[config.mk]
export PLATFORM = sky130hd
export DESIGN_NAME = lmt_timing
export DESIGN_NICKNAME = d
export VERILOG_FILES = /design/src/lmt_pkg.sv /design/src/lmt_timing.sv
export SDC_FILE = /design/constraint.sdc
export NUM_CORES = 1
export LEC_CHECK = 0
export ABC_AREA = 1
export BUFFER_PORTS_ARGS = -buffer_cell sky130_fd_sc_hd__buf_2
export CAP_MARGIN = 20
export CORE_UTILIZATION = 46
export DETAILED_ROUTE_END_ITERATION = 16
export PLACE_DENSITY = 0.66
export SLEW_MARGIN = 5
export SYNTH_ARGS = -nofsm -noshare
export SYNTH_HDL_FRONTEND = slang
export SYNTH_SLANG_ARGS = --single-unit
[constraint.sdc]
create_clock -name i_core_clk -period 4.7 [get_ports i_core_clk]
set_clock_uncertainty 0.05 [all_clocks]
set_input_delay 0.94 -clock i_core_clk [delete_from_list [all_inputs] [get_ports i_core_clk]]
set_output_delay 0.94 -clock i_core_clk [all_outputs]
set_load 0.02 [all_outputs]
[src/lmt_pkg.sv]
// Constants for the light measurement timing block
// Operation
// - Step length is eleven bits over two registers
// - Each step lasts step plus one divided modulator clocks
// - Step low byte resets to 0xB3
// - Divider selection above zero lengthens every modulator step
// - Integration is count plus one steps
// - Flicker step takes count plus one samples
// - Endless bit repeats flicker without end markers
// - Wait equals trigger setting times wait value
// - Low threshold compared with selected channel data
// - Persistent below-low data raises interrupt and low flag
// - Counts, wait, thresholds reset to zero
// - Persistent above-high data raises interrupt and flag
// - Writing one clears flag and pending interrupts
// - Power off halts and clears all timing
package lmt_pkg;
  // ****************************************
  // Register offsets
  // ****************************************
  localparam logic [7:0] LMT_ADDR_STEP_LO = 8'h83;
  localparam logic [7:0] LMT_ADDR_STEP_HI = 8'h84;
  localparam logic [7:0] LMT_ADDR_ALS_LO = 8'h85;
  localparam logic [7:0] LMT_ADDR_ALS_HI = 8'h86;
  localparam logic [7:0] LMT_ADDR_FD_LO = 8'h87;
  localparam logic [7:0] LMT_ADDR_FD_HI = 8'h88;
  localparam logic [7:0] LMT_ADDR_WAIT = 8'h89;
  localparam logic [7:0] LMT_ADDR_LOW_TH0 = 8'h8A;
  localparam logic [7:0] LMT_ADDR_LOW_TH1 = 8'h8B;
  localparam logic [7:0] LMT_ADDR_LOW_TH2 = 8'h8C;
  localparam logic [7:0] LMT_ADDR_HIGH_TH0 = 8'h8D;
  localparam logic [7:0] LMT_ADDR_HIGH_TH1 = 8'h8E;
  localparam logic [7:0] LMT_ADDR_HIGH_TH2 = 8'h8F;
  localparam logic [7:0] LMT_ADDR_STATUS = 8'h93;
  // ****************************************
  // Fields and reset values
  // ****************************************
  localparam int LMT_HI_FIELD_W = 3;
  localparam int LMT_ENDLESS_BIT = 7;
  localparam int LMT_IRQ_FLAG_BIT = 3;
  localparam logic [10:0] LMT_STEP_RESET = 11'h0B3;
  // ****************************************
  // Timing
  // ****************************************
  localparam longint LMT_MOD_PERIOD_FS = 1388889000;
  localparam longint LMT_CLK_PERIOD_FS = 5000000;
  localparam int LMT_MOD_CYCLES = int'(LMT_MOD_PERIOD_FS / LMT_CLK_PERIOD_FS);
  typedef enum logic [1:0] {LMT_IDLE, LMT_MEASURE, LMT_WAIT} lmt_state_t;
endpackage

[src/lmt_timing.sv]
// Light measurement timing, thresholds and interrupt flag
`timescale 1ns/10ps
`default_nettype none
module lmt_timing #(
  parameter int MOD_CYCLES = lmt_pkg::LMT_MOD_CYCLES,
  parameter int DIV_SEL_W = 3,
  parameter int PERS_W = 4
) (
  input wire logic i_core_clk,
  input wire logic i_rst,
  input wire logic i_reg_wr,
  input wire logic i_reg_rd,
  input wire logic [7:0] i_reg_addr,
  input wire logic [7:0] i_reg_wdata,
  output logic [7:0] o_reg_rdata,
  input wire logic i_power_on_bit,
  input wire logic i_light_enable,
  input wire logic i_flicker_enable,
  input wire logic [DIV_SEL_W-1:0] i_modulator_clock_divider,
  input wire logic [7:0] i_trigger_timing_setting,
  input wire logic i_light_interrupt_enable,
  input wire logic [PERS_W-1:0] i_persistence_count,
  input wire logic i_threshold_channel_select,
  input wire logic i_accum_valid,
  input wire logic [23:0] i_accum_data0,
  input wire logic [23:0] i_accum_data1,
  output logic o_sample_tick,
  output logic o_light_done,
  output logic o_flicker_step_done,
  output logic o_flicker_end_marker,
  output logic o_measuring,
  output logic o_light_irq,
  output logic o_low_threshold_flag,
  output logic o_high_threshold_flag
);
  // ****************************************
  // Elaboration checks
  // ****************************************
  if (MOD_CYCLES < 1 || MOD_CYCLES > 65535) begin : g_bad_mod
    $error("MOD_CYCLES out of range");
  end
  if (DIV_SEL_W < 1 || DIV_SEL_W > 4) begin : g_bad_div
    $error("DIV_SEL_W out of range");
  end

  localparam int DIV_W = 1 << DIV_SEL_W;

  // ****************************************
  // State
  // ****************************************
  typedef struct packed {
    logic [10:0] step;
    logic [10:0] als_cnt;
    logic [10:0] fd_cnt;
    logic endless;
    logic [7:0] wait_val;
    logic [23:0] low_th;
    logic [23:0] high_th;
    logic [10:0] sh_step;
    logic [10:0] sh_als;
    logic [10:0] sh_fd;
    logic sh_endless;
    logic [15:0] sh_wait;
    lmt_pkg::lmt_state_t state;
    logic [15:0] pre;
    logic [DIV_W-1:0] div;
    logic [10:0] step_idx;
    logic [10:0] als_idx;
    logic [10:0] fd_idx;
    logic [15:0] wait_idx;
    logic [PERS_W-1:0] low_run;
    logic [PERS_W-1:0] high_run;
    logic irq_flag;
    logic low_flag;
    logic high_flag;
    logic sample_tick;
    logic light_done;
    logic fd_done;
    logic fd_end;
    logic [7:0] rdata;
  } lmt_st_t;

  lmt_st_t s;
  lmt_st_t next_s;

  // Counter reaching its programmed terminal value
  function automatic logic hit11(input logic [10:0] cnt, input logic [10:0] lim);
    hit11 = (cnt == lim);
  endfunction

  // Saturating increment of a persistence run
  function automatic logic [PERS_W-1:0] run_inc(input logic [PERS_W-1:0] r);
    run_inc = (&r) ? r : r + 1'b1;
  endfunction

  // Register read decode
  function automatic logic [7:0] rd_mux(input lmt_st_t st, input logic [7:0] a);
    logic [7:0] v;
    v = 8'h00;
    if (a == lmt_pkg::LMT_ADDR_STEP_LO) begin
      v = st.step[7:0];
    end else if (a == lmt_pkg::LMT_ADDR_STEP_HI) begin
      v = {5'h00, st.step[10:8]};
    end else if (a == lmt_pkg::LMT_ADDR_ALS_LO) begin
      v = st.als_cnt[7:0];
    end else if (a == lmt_pkg::LMT_ADDR_ALS_HI) begin
      v = {5'h00, st.als_cnt[10:8]};
    end else if (a == lmt_pkg::LMT_ADDR_FD_LO) begin
      v = st.fd_cnt[7:0];
    end else if (a == lmt_pkg::LMT_ADDR_FD_HI) begin
      v = {st.endless, 4'h0, st.fd_cnt[10:8]};
    end else if (a == lmt_pkg::LMT_ADDR_WAIT) begin
      v = st.wait_val;
    end else if (a == lmt_pkg::LMT_ADDR_LOW_TH0) begin
      v = st.low_th[7:0];
    end else if (a == lmt_pkg::LMT_ADDR_LOW_TH1) begin
      v = st.low_th[15:8];
    end else if (a == lmt_pkg::LMT_ADDR_LOW_TH2) begin
      v = st.low_th[23:16];
    end else if (a == lmt_pkg::LMT_ADDR_HIGH_TH0) begin
      v = st.high_th[7:0];
    end else if (a == lmt_pkg::LMT_ADDR_HIGH_TH1) begin
      v = st.high_th[15:8];
    end else if (a == lmt_pkg::LMT_ADDR_HIGH_TH2) begin
      v = st.high_th[23:16];
    end else if (a == lmt_pkg::LMT_ADDR_STATUS) begin
      v = 8'h00;
      v[lmt_pkg::LMT_IRQ_FLAG_BIT] = st.irq_flag;
    end
    rd_mux = v;
  endfunction

  // ****************************************
  // Next-state logic
  // ****************************************
  logic run;
  logic pre_tick;
  logic mod_tick;
  logic step_end;
  logic meas_end;
  logic [23:0] sel_data;
  logic below;
  logic above;
  logic [PERS_W-1:0] low_next;
  logic [PERS_W-1:0] high_next;
  logic clr_irq;

  always_comb begin
    next_s = s;
    next_s.sample_tick = 1'b0;
    next_s.light_done = 1'b0;
    next_s.fd_done = 1'b0;
    next_s.fd_end = 1'b0;
    run = i_power_on_bit && (i_light_enable || i_flicker_enable);
    pre_tick = 1'b0;
    mod_tick = 1'b0;
    step_end = 1'b0;
    meas_end = 1'b0;
    clr_irq = 1'b0;

    if (i_reg_wr) begin
      if (i_reg_addr == lmt_pkg::LMT_ADDR_STEP_LO) begin
        next_s.step[7:0] = i_reg_wdata;
      end else if (i_reg_addr == lmt_pkg::LMT_ADDR_STEP_HI) begin
        next_s.step[10:8] = i_reg_wdata[lmt_pkg::LMT_HI_FIELD_W-1:0];
      end else if (i_reg_addr == lmt_pkg::LMT_ADDR_ALS_LO) begin
        next_s.als_cnt[7:0] = i_reg_wdata;
      end else if (i_reg_addr == lmt_pkg::LMT_ADDR_ALS_HI) begin
        next_s.als_cnt[10:8] = i_reg_wdata[lmt_pkg::LMT_HI_FIELD_W-1:0];
      end else if (i_reg_addr == lmt_pkg::LMT_ADDR_FD_LO) begin
        next_s.fd_cnt[7:0] = i_reg_wdata;
      end else if (i_reg_addr == lmt_pkg::LMT_ADDR_FD_HI) begin
        next_s.fd_cnt[10:8] = i_reg_wdata[lmt_pkg::LMT_HI_FIELD_W-1:0];
        next_s.endless = i_reg_wdata[lmt_pkg::LMT_ENDLESS_BIT];
      end else if (i_reg_addr == lmt_pkg::LMT_ADDR_WAIT) begin
        next_s.wait_val = i_reg_wdata;
      end else if (i_reg_addr == lmt_pkg::LMT_ADDR_LOW_TH0) begin
        next_s.low_th[7:0] = i_reg_wdata;
      end else if (i_reg_addr == lmt_pkg::LMT_ADDR_LOW_TH1) begin
        next_s.low_th[15:8] = i_reg_wdata;
      end else if (i_reg_addr == lmt_pkg::LMT_ADDR_LOW_TH2) begin
        next_s.low_th[23:16] = i_reg_wdata;
      end else if (i_reg_addr == lmt_pkg::LMT_ADDR_HIGH_TH0) begin
        next_s.high_th[7:0] = i_reg_wdata;
      end else if (i_reg_addr == lmt_pkg::LMT_ADDR_HIGH_TH1) begin
        next_s.high_th[15:8] = i_reg_wdata;
      end else if (i_reg_addr == lmt_pkg::LMT_ADDR_HIGH_TH2) begin
        next_s.high_th[23:16] = i_reg_wdata;
      end else if (i_reg_addr == lmt_pkg::LMT_ADDR_STATUS) begin
        clr_irq = i_reg_wdata[lmt_pkg::LMT_IRQ_FLAG_BIT];
      end
    end

    // Registered read data, held between reads
    if (i_reg_rd) begin
      next_s.rdata = rd_mux(s, i_reg_addr);
    end

    if (s.pre == 16'(MOD_CYCLES - 1)) begin
      next_s.pre = 16'h0000;
      pre_tick = 1'b1;
    end else begin
      next_s.pre = s.pre + 16'h0001;
    end
    // divide modulator clock by two to the selection
    if (pre_tick) begin
      if (s.div == DIV_W'((DIV_W'(1) << i_modulator_clock_divider) - 1'b1)) begin
        next_s.div = '0;
        mod_tick = 1'b1;
      end else begin
        next_s.div = s.div + 1'b1;
      end
    end

    // step of programmed value plus one
    if (mod_tick && s.state != lmt_pkg::LMT_IDLE) begin
      if (hit11(s.step_idx, s.sh_step)) begin
        next_s.step_idx = 11'h000;
        step_end = 1'b1;
        next_s.sample_tick = 1'b1;
      end else begin
        next_s.step_idx = s.step_idx + 11'h001;
      end
    end

    // Measurement sequencer
    case (s.state)
      lmt_pkg::LMT_IDLE: begin
        next_s.sh_step = s.step;
        next_s.sh_als = s.als_cnt;
        next_s.sh_fd = s.fd_cnt;
        next_s.sh_endless = s.endless;
        // wait is trigger setting times wait value
        next_s.sh_wait = 16'(i_trigger_timing_setting) * 16'(s.wait_val);
        next_s.step_idx = 11'h000;
        next_s.als_idx = 11'h000;
        next_s.fd_idx = 11'h000;
        next_s.wait_idx = 16'h0000;
        if (run) begin
          next_s.state = lmt_pkg::LMT_MEASURE;
        end
      end
      lmt_pkg::LMT_MEASURE: begin
        if (step_end) begin
          // integration of count plus one steps
          if (hit11(s.als_idx, s.sh_als)) begin
            next_s.als_idx = 11'h000;
            next_s.light_done = i_light_enable;
            meas_end = i_light_enable;
          end else begin
            next_s.als_idx = s.als_idx + 11'h001;
          end
          // flicker step of count plus one samples
          if (hit11(s.fd_idx, s.sh_fd)) begin
            next_s.fd_idx = 11'h000;
            next_s.fd_done = i_flicker_enable;
            // endless mode repeats with no end marker
            next_s.fd_end = i_flicker_enable && !s.sh_endless;
            if (!i_light_enable && !s.sh_endless) begin
              meas_end = 1'b1;
            end
          end else begin
            next_s.fd_idx = s.fd_idx + 11'h001;
          end
        end
        if (meas_end) begin
          next_s.state = (s.sh_wait == 16'h0000) ? lmt_pkg::LMT_IDLE : lmt_pkg::LMT_WAIT;
          next_s.wait_idx = 16'h0000;
        end
      end
      lmt_pkg::LMT_WAIT: begin
        if (step_end) begin
          if (s.wait_idx == s.sh_wait - 16'h0001) begin
            next_s.state = lmt_pkg::LMT_IDLE;
          end else begin
            next_s.wait_idx = s.wait_idx + 16'h0001;
          end
        end
      end
      default: begin
        next_s.state = lmt_pkg::LMT_IDLE;
      end
    endcase

    // power off stops every timing counter
    if (!run) begin
      next_s.state = lmt_pkg::LMT_IDLE;
      next_s.pre = 16'h0000;
      next_s.div = '0;
      next_s.step_idx = 11'h000;
      next_s.als_idx = 11'h000;
      next_s.fd_idx = 11'h000;
      next_s.wait_idx = 16'h0000;
      next_s.sample_tick = 1'b0;
      next_s.light_done = 1'b0;
      next_s.fd_done = 1'b0;
      next_s.fd_end = 1'b0;
    end

    sel_data = i_threshold_channel_select ? i_accum_data1 : i_accum_data0;
    below = sel_data < s.low_th;
    above = sel_data > s.high_th;
    low_next = run_inc(s.low_run);
    high_next = run_inc(s.high_run);

    // write one drops flag and pending runs
    if (clr_irq) begin
      next_s.irq_flag = 1'b0;
      next_s.low_flag = 1'b0;
      next_s.high_flag = 1'b0;
      next_s.low_run = '0;
      next_s.high_run = '0;
    end

    // Set wins over a clear in the same cycle
    if (i_accum_valid && i_power_on_bit) begin
      next_s.low_run = below ? low_next : '0;
      next_s.high_run = above ? high_next : '0;
      if (below && i_light_interrupt_enable && low_next >= i_persistence_count) begin
        next_s.low_flag = 1'b1;
        next_s.irq_flag = 1'b1;
      end
      if (above && i_light_interrupt_enable && high_next >= i_persistence_count) begin
        next_s.high_flag = 1'b1;
        next_s.irq_flag = 1'b1;
      end
    end
  end

  // ****************************************
  // State register
  // ****************************************
  always_ff @(posedge i_core_clk) begin
    if (i_rst) begin
      // zero reset for counts, wait, thresholds
      s <= '0;
      s.step <= lmt_pkg::LMT_STEP_RESET;
      s.sh_step <= lmt_pkg::LMT_STEP_RESET;
      s.state <= lmt_pkg::LMT_IDLE;
    end else begin
      s <= next_s;
    end
  end

  // ****************************************
  // Outputs
  // ****************************************
  assign o_reg_rdata = s.rdata;
  assign o_sample_tick = s.sample_tick;
  assign o_light_done = s.light_done;
  assign o_flicker_step_done = s.fd_done;
  assign o_flicker_end_marker = s.fd_end;
  assign o_measuring = (s.state == lmt_pkg::LMT_MEASURE);
  // interrupt pin follows the sticky flag
  assign o_light_irq = s.irq_flag;
  assign o_low_threshold_flag = s.low_flag;
  assign o_high_threshold_flag = s.high_flag;
endmodule
`default_nettype wire

After elaboration in Yosys (flattened, before gate mapping):

Cells that the tools add are included.

* $add $sub $neg: 10
* multiply operators: 1
* magnitude comparators: 4
* eq/ne operators: 27
* shift-type cells: 1
* muxes and demuxes: 64
* bitwise operators: 16
* reductions and logical operators: 41

Operators with widths (count)
* == test 8 bit (second input constant): 14
* 2-to-1 mux 8 bit: 14
* 2-to-1 mux 11 bit: 5
* 2-to-1 mux 16 bit: 3
* case mux 16 bit (3 select lines): 1
* case mux 22 bit (2 select lines): 1
* adder 11 x 1 -> 11 bit (second input constant): 3
* == test 11 bit: 3
* adder 16 x 1 -> 16 bit (second input constant): 2
* 2-to-1 mux 1 bit: 27
* greater-than comparator 24 bit: 1
* < comparator 24 bit: 1
* 2-to-1 mux 24 bit: 1
* 2-to-1 mux 22 bit: 1
* 2-to-1 mux 4 bit: 5
* == test 16 bit: 1
* == test 16 x 9 -> 1 bit (second input constant): 1
* logical NOT 16 bit: 1
* multiplier 8 x 8 -> 16 bit: 1
* NOT 1 bit: 16
* AND reduction 4 bit: 4
* subtractor 16 x 1 -> 16 bit (second input constant): 1
* AND reduction 14 bit: 1
* AND reduction 13 bit: 1
* 32 further kinds: 55

* bits in registers: 238
* input bits: 89
* output and inout port bits: 16
* logic and storage cells: 200

Depth between registers and ports, before layout:

* word-level depth: 20
* gate-level depth with buffers: 24
* gate-level depth less buffers: 23

Least setup slack after synthesis:

Ideal clock, no wire load.

* kind: input-to-reg
* from: input i_trigger_timing_setting[0]
* to: register s[112] (netlist bit)
* setup time: 0.109 ns
* data arrival time: 4.774 ns
* required time: 4.541 ns
* slack: -0.233 ns
* cell stages on the path: 22
* buffers on the path: 1
* cell sequence: buf_1 -> nand2_1 -> fa_1 -> fa_1 -> inv_1 -> fa_1 -> inv_1 -> fa_1 -> inv_1 -> ha_1 -> a21oi_1 -> o21ai_0 -> a21oi_1 -> o21ai_0 -> nand2_1 -> nand2_1 -> nand2_1 -> nand2_1 -> nand2_1 -> nand3_1 -> nand2_1 -> inv_1

* word-level cells in the longest chain between the ends: 1

Ends and longest elaborated chain
* from (decl): line lmt_timing.sv:20 `input wire logic [7:0] i_trigger_timing_setting,`
* multiplier 8 x 8 -> 16 bit: line lmt_timing.sv:234 `next_s.sh_wait = 16'(i_trigger_timing_setting) * 16'(s.wait_val);`
* to (signal assigned): line lmt_timing.sv:341 `s <= next_s;`
* to (decl): line lmt_timing.sv:83 `lmt_st_t s;`

Every way passes these cells.
A chain may end at the register's enable or synchronous reset.

Final worst setup path:

* from: register s[201] (netlist bit)
* to: register s[112] (netlist bit)

* word-level cells in the longest chain between the ends: 1

Ends and longest elaborated chain (line)
* multiplier 8 x 8 -> 16 bit: lmt_timing.sv:234

Every way passes these cells.

==> results.json <==
{
  "status": "complete, no violations",
  "reg2reg_depth": 21,
  "grt_pass1_vias": 14300,
  "via_per_inst": 5.20,
  "synth_fa_ha_area_share_pct": 12.6,
  "finalInstanceArea_um2": 17700,
  "endpoint_kind": "flop",
  "synth_area_um2": 15800,
  "cts_hold_buf": 0,
  "worst_slew_pin_slew_ns": 0.883,
  "layout_min_cycle_time_ns": 4.40,
  "fin_cells": 2863,
  "dpl_cell_area_um2": 16800,
  "cts.sinks": 238,
  "rsz0062_at_grt": "no",
  "setup_violations": 0,
  "syn2layout_area_growth_pct": 11.8,
  "antennaDiodeCount": 0,
  "crit_type": "reg -> reg",
  "reg2reg_slack_ns": 0.30,
  "cts_buffers": 27,
  "timing.rr.end": "s[112]$_SDFFE_PP0P_",
  "synth_seq_cells": 238,
  "cp_common_cell": "nand2_1",
  "num_vias": 14900,
  "io_pins": 105,
  "drt_iter0_drc": 967,
  "start_util_pct": 47.0,
  "grt_overflow": 0,
  "synth_xor_area_share_pct": 3.93,
  "ys_seq_area_share_pct": 30.1,
  "cts.htree.levels": 1,
  "gp_congestion": 0.948,
  "post_synth_num_cell_types": 45,
  "place_ws_ns": -0.238,
  "setup_ws_ns": 0.298,
  "critPathMaxStageDelay_ns": 0.55,
  "antenna_found_initial": 1,
  "synth_mux_area_share_pct": 1.64,
  "hp-class": "reg -> reg",
  "synth_edf_count": 0,
  "crit_end": "s[112]$_SDFFE_PP0P_",
  "cts-root-buf": "clkbuf_16",
  "dp_hpwl_um": 31900,
  "core_um2": 33700,
  "clk_transition_reported_paths_ns": 0.06,
  "hold_viol_final": 0,
  "synth.avg_cell_area_um2": 6.83,
  "ys_dominant_reg_cell": "dfxtp_1",
  "timing.final.crit_share_pct": 93.7,
  "crit_start": "s[201]$_SDFFE_PP0P_",
  "yosysWarningCount": 0,
  "ir_drop_mv": 0.281,
  "fp.dieW_um": 188,
  "synth_top_family_by_area": "simple AND/OR/NAND/NOR gates",
  "grt.total_usage_pct": 23.9,
  "synth-compound-area-share_pct": 14.5,
  "clk_latency_ns": 0.56,
  "final_layout_size_suffix_gt1_share_pct": 9.77,
  "crit_path_cell_trace": "nand2_1, fa_1, fa_1, inv_1, fa_1, inv_1, fa_1, inv_1, ha_4, a21oi_2, o21ai_0, a21oi_1, o21ai_1, nand2_1, nand2_1, nand2_1, nand2_1, nand2_1, nand3_1, nand2_1, inv_1",
  "fmax_mhz": 227,
  "grt_max_degree": 99,
  "slew_viol_final": 0,
  "post_drt_wl_per_cell_um": 14.7,
  "die_h_um": 188,
  "cp.required_ns": 5.09,
  "wl_um": 42000,
  "grt_pass1_wl_um": 69800,
  "drv_cap": 0,
  "cts_tree": "done",
  "worst_ep_arrival_time_ns": 4.80,
  "synth_fp_nets": 2545,
  "io_buffers": 104,
  "crit_slowest_cell": "dfxtp_1",
  "path_max_fanout": 9,
  "synth_cells": 2318,
  "fin_tns_setup_ns": 0,
  "ant_nets": 0,
  "regToRegStartpoint": "s[201]$_SDFFE_PP0P_",
  "clockBufferDepth": 3,
  "placed_cells": 2813,
  "power-per-cell-area_nw_per_um2": 270,
  "startpoint_type": "flop",
  "yosys.area_share.simple_pct": 25.6,
  "power.total_mw": 4.78,
  "row_count": 67,
  "final_nets": 2622,
  "slew-limit-headroom_pct": 40.9,
  "post-route-drc-count": 0,
  "dr.pass1.iters": 5,
  "leakage_nw": 8.05,
  "die_area_um2": 35200,
  "async_flop_share_pct": 0
}
worst min-delay path by stage:
stage                                           startpoint                               end  slack (ns)  depth (start not counted)
after floorplan                        s[114]$_SDFFE_PP0P_   o_flicker_end_marker$_SDFF_PP0_        0.37                          1
after global placement                    s[80]$_SDFF_PP0_                  s[80]$_SDFF_PP0_        0.39                          1
after detailed placement  o_high_threshold_flag$_SDFF_PP0_  o_high_threshold_flag$_SDFF_PP0_        0.41                          2
after CTS                 o_high_threshold_flag$_SDFF_PP0_  o_high_threshold_flag$_SDFF_PP0_        0.42                          2
after global routing      o_high_threshold_flag$_SDFF_PP0_  o_high_threshold_flag$_SDFF_PP0_        0.43                          2
final                          o_reg_rdata[1]$_SDFFE_PP0P_       o_reg_rdata[1]$_SDFFE_PP0P_        0.42                          2
timing repair:
| action | CTS | global route |
|---|---|---|
| setup endpoints to repair | 0 | 1 |
| setup buffers | 0 | 0 |
| hold endpoints to repair | 0 | 0 |
| gates resized for setup | 0 | 1 |
layer usage:
layer	GRT usage, %	share of wire [%]
met2	39.9	46
met4	10.9	4.7
met1	30.8	45
met5	0	0.031
met3	3.03	4.7
final cells by class:
class | count | area (um2)
Multi-Input combinational cell | 1606 | 9250
Timing Repair Buffer | 138 | 776
Clock buffer | 45 | 843
Tap cell | 448 | 561
Sequential cell | 238 | 4770
Fill cell | 3357 | 16000
Clock inverter | 4 | 62.6
Inverter | 384 | 1440
synthesized netlist by cell type (10+ instances only):
| cell | instances | area (um2) |
|---|---|---|
| a211oi_1 | 12 | 90.1 |
| a21oi_1 | 215 | 1080 |
| buf_2 | 10 | 50.1 |
| clkbuf_1 | 66 | 248 |
| dfxtp_1 | 238 | 4760 |
| fa_1 | 36 | 721 |
| ha_1 | 102 | 1280 |
| inv_1 | 376 | 1410 |
| mux2_2 | 23 | 259 |
| nand2_1 | 467 | 1750 |
| nand3_1 | 142 | 711 |
| nand3b_1 | 12 | 90.1 |
| nand4_1 | 32 | 200 |
| nor2_1 | 218 | 818 |
| nor3_1 | 34 | 170 |
| nor3b_1 | 13 | 97.6 |
| o211ai_1 | 12 | 90.1 |
| o21ai_0 | 156 | 781 |
| xnor2_1 | 31 | 272 |
| xor2_1 | 40 | 350 |
critical path: cells and delay by family (launching register included):
family / cells / cell delay [ns]
adder cells (fa/ha/maj): 5 / 2.35
buffers and inverters: 4 / 0.19
AND/OR/NAND/NOR: 8 / 0.57
AO/OA/AOI/OAI: 4 / 0.56
flip-flops: 1 / 0.55
flip-flops by register name (all words and copies together), names as in the netlist:
| signal | cells |
|---|---|
| s | 223 |
| o_reg_rdata | 8 |
| o_flicker_end_marker | 1 |
| o_flicker_step_done | 1 |
| o_high_threshold_flag | 1 |
| o_light_done | 1 |
| o_light_irq | 1 |
| o_low_threshold_flag | 1 |
| o_sample_tick | 1 |
where the power goes:
group / total [mW] / internal (mW) / switching, mW
sequential: 2.08 / 2.05 / 0.0297
combinational: 0.567 / 0.200 / 0.366
clock: 2.13 / 1.27 / 0.857
total: 4.78 / 3.53 / 1.25
cells in the final DEF (no fill, tap or decap), types with 12 or more instances in the layout:
| master | instances |
|---|---|
| nand3_1 | 142 |
| buf_4 | 34 |
| nor3b_1 | 13 |
| nand2_1 | 467 |
| ha_1 | 100 |
| a211oi_1 | 12 |
| dfxtp_1 | 237 |
| fa_1 | 36 |
| xnor2_1 | 31 |
| a21oi_1 | 214 |
| o21ai_0 | 155 |
| buf_2 | 104 |
| o211ai_1 | 12 |
| nand3b_1 | 12 |
| inv_1 | 375 |
| nor2_1 | 217 |
| nor3_1 | 34 |
| nand4_1 | 32 |
| xor2_1 | 40 |
| clkbuf_16 | 27 |
| mux2_2 | 23 |
metrics by stage:
stage               util, %  hold WS (ns)
floorplan                 -         0.367
global placement       49.8         0.392
finish                 52.5         0.415
CTS                    52.5         0.419
global route           52.5         0.432
detailed placement     49.8         0.411
logic make-up after synthesis:
| kind of cell | count (synthesis) |
|---|---|
| muxes | 23 |
| adders and majority gates | 138 |
| xor gates and xnor gates | 71 |
| AOI/OAI and AO/OA | 426 |
| DFF | 238 |
| buffers and inverters | 474 |
| and+or+nand+nor | 948 |
Note: power is estimated with default switching activity, not from simulation.
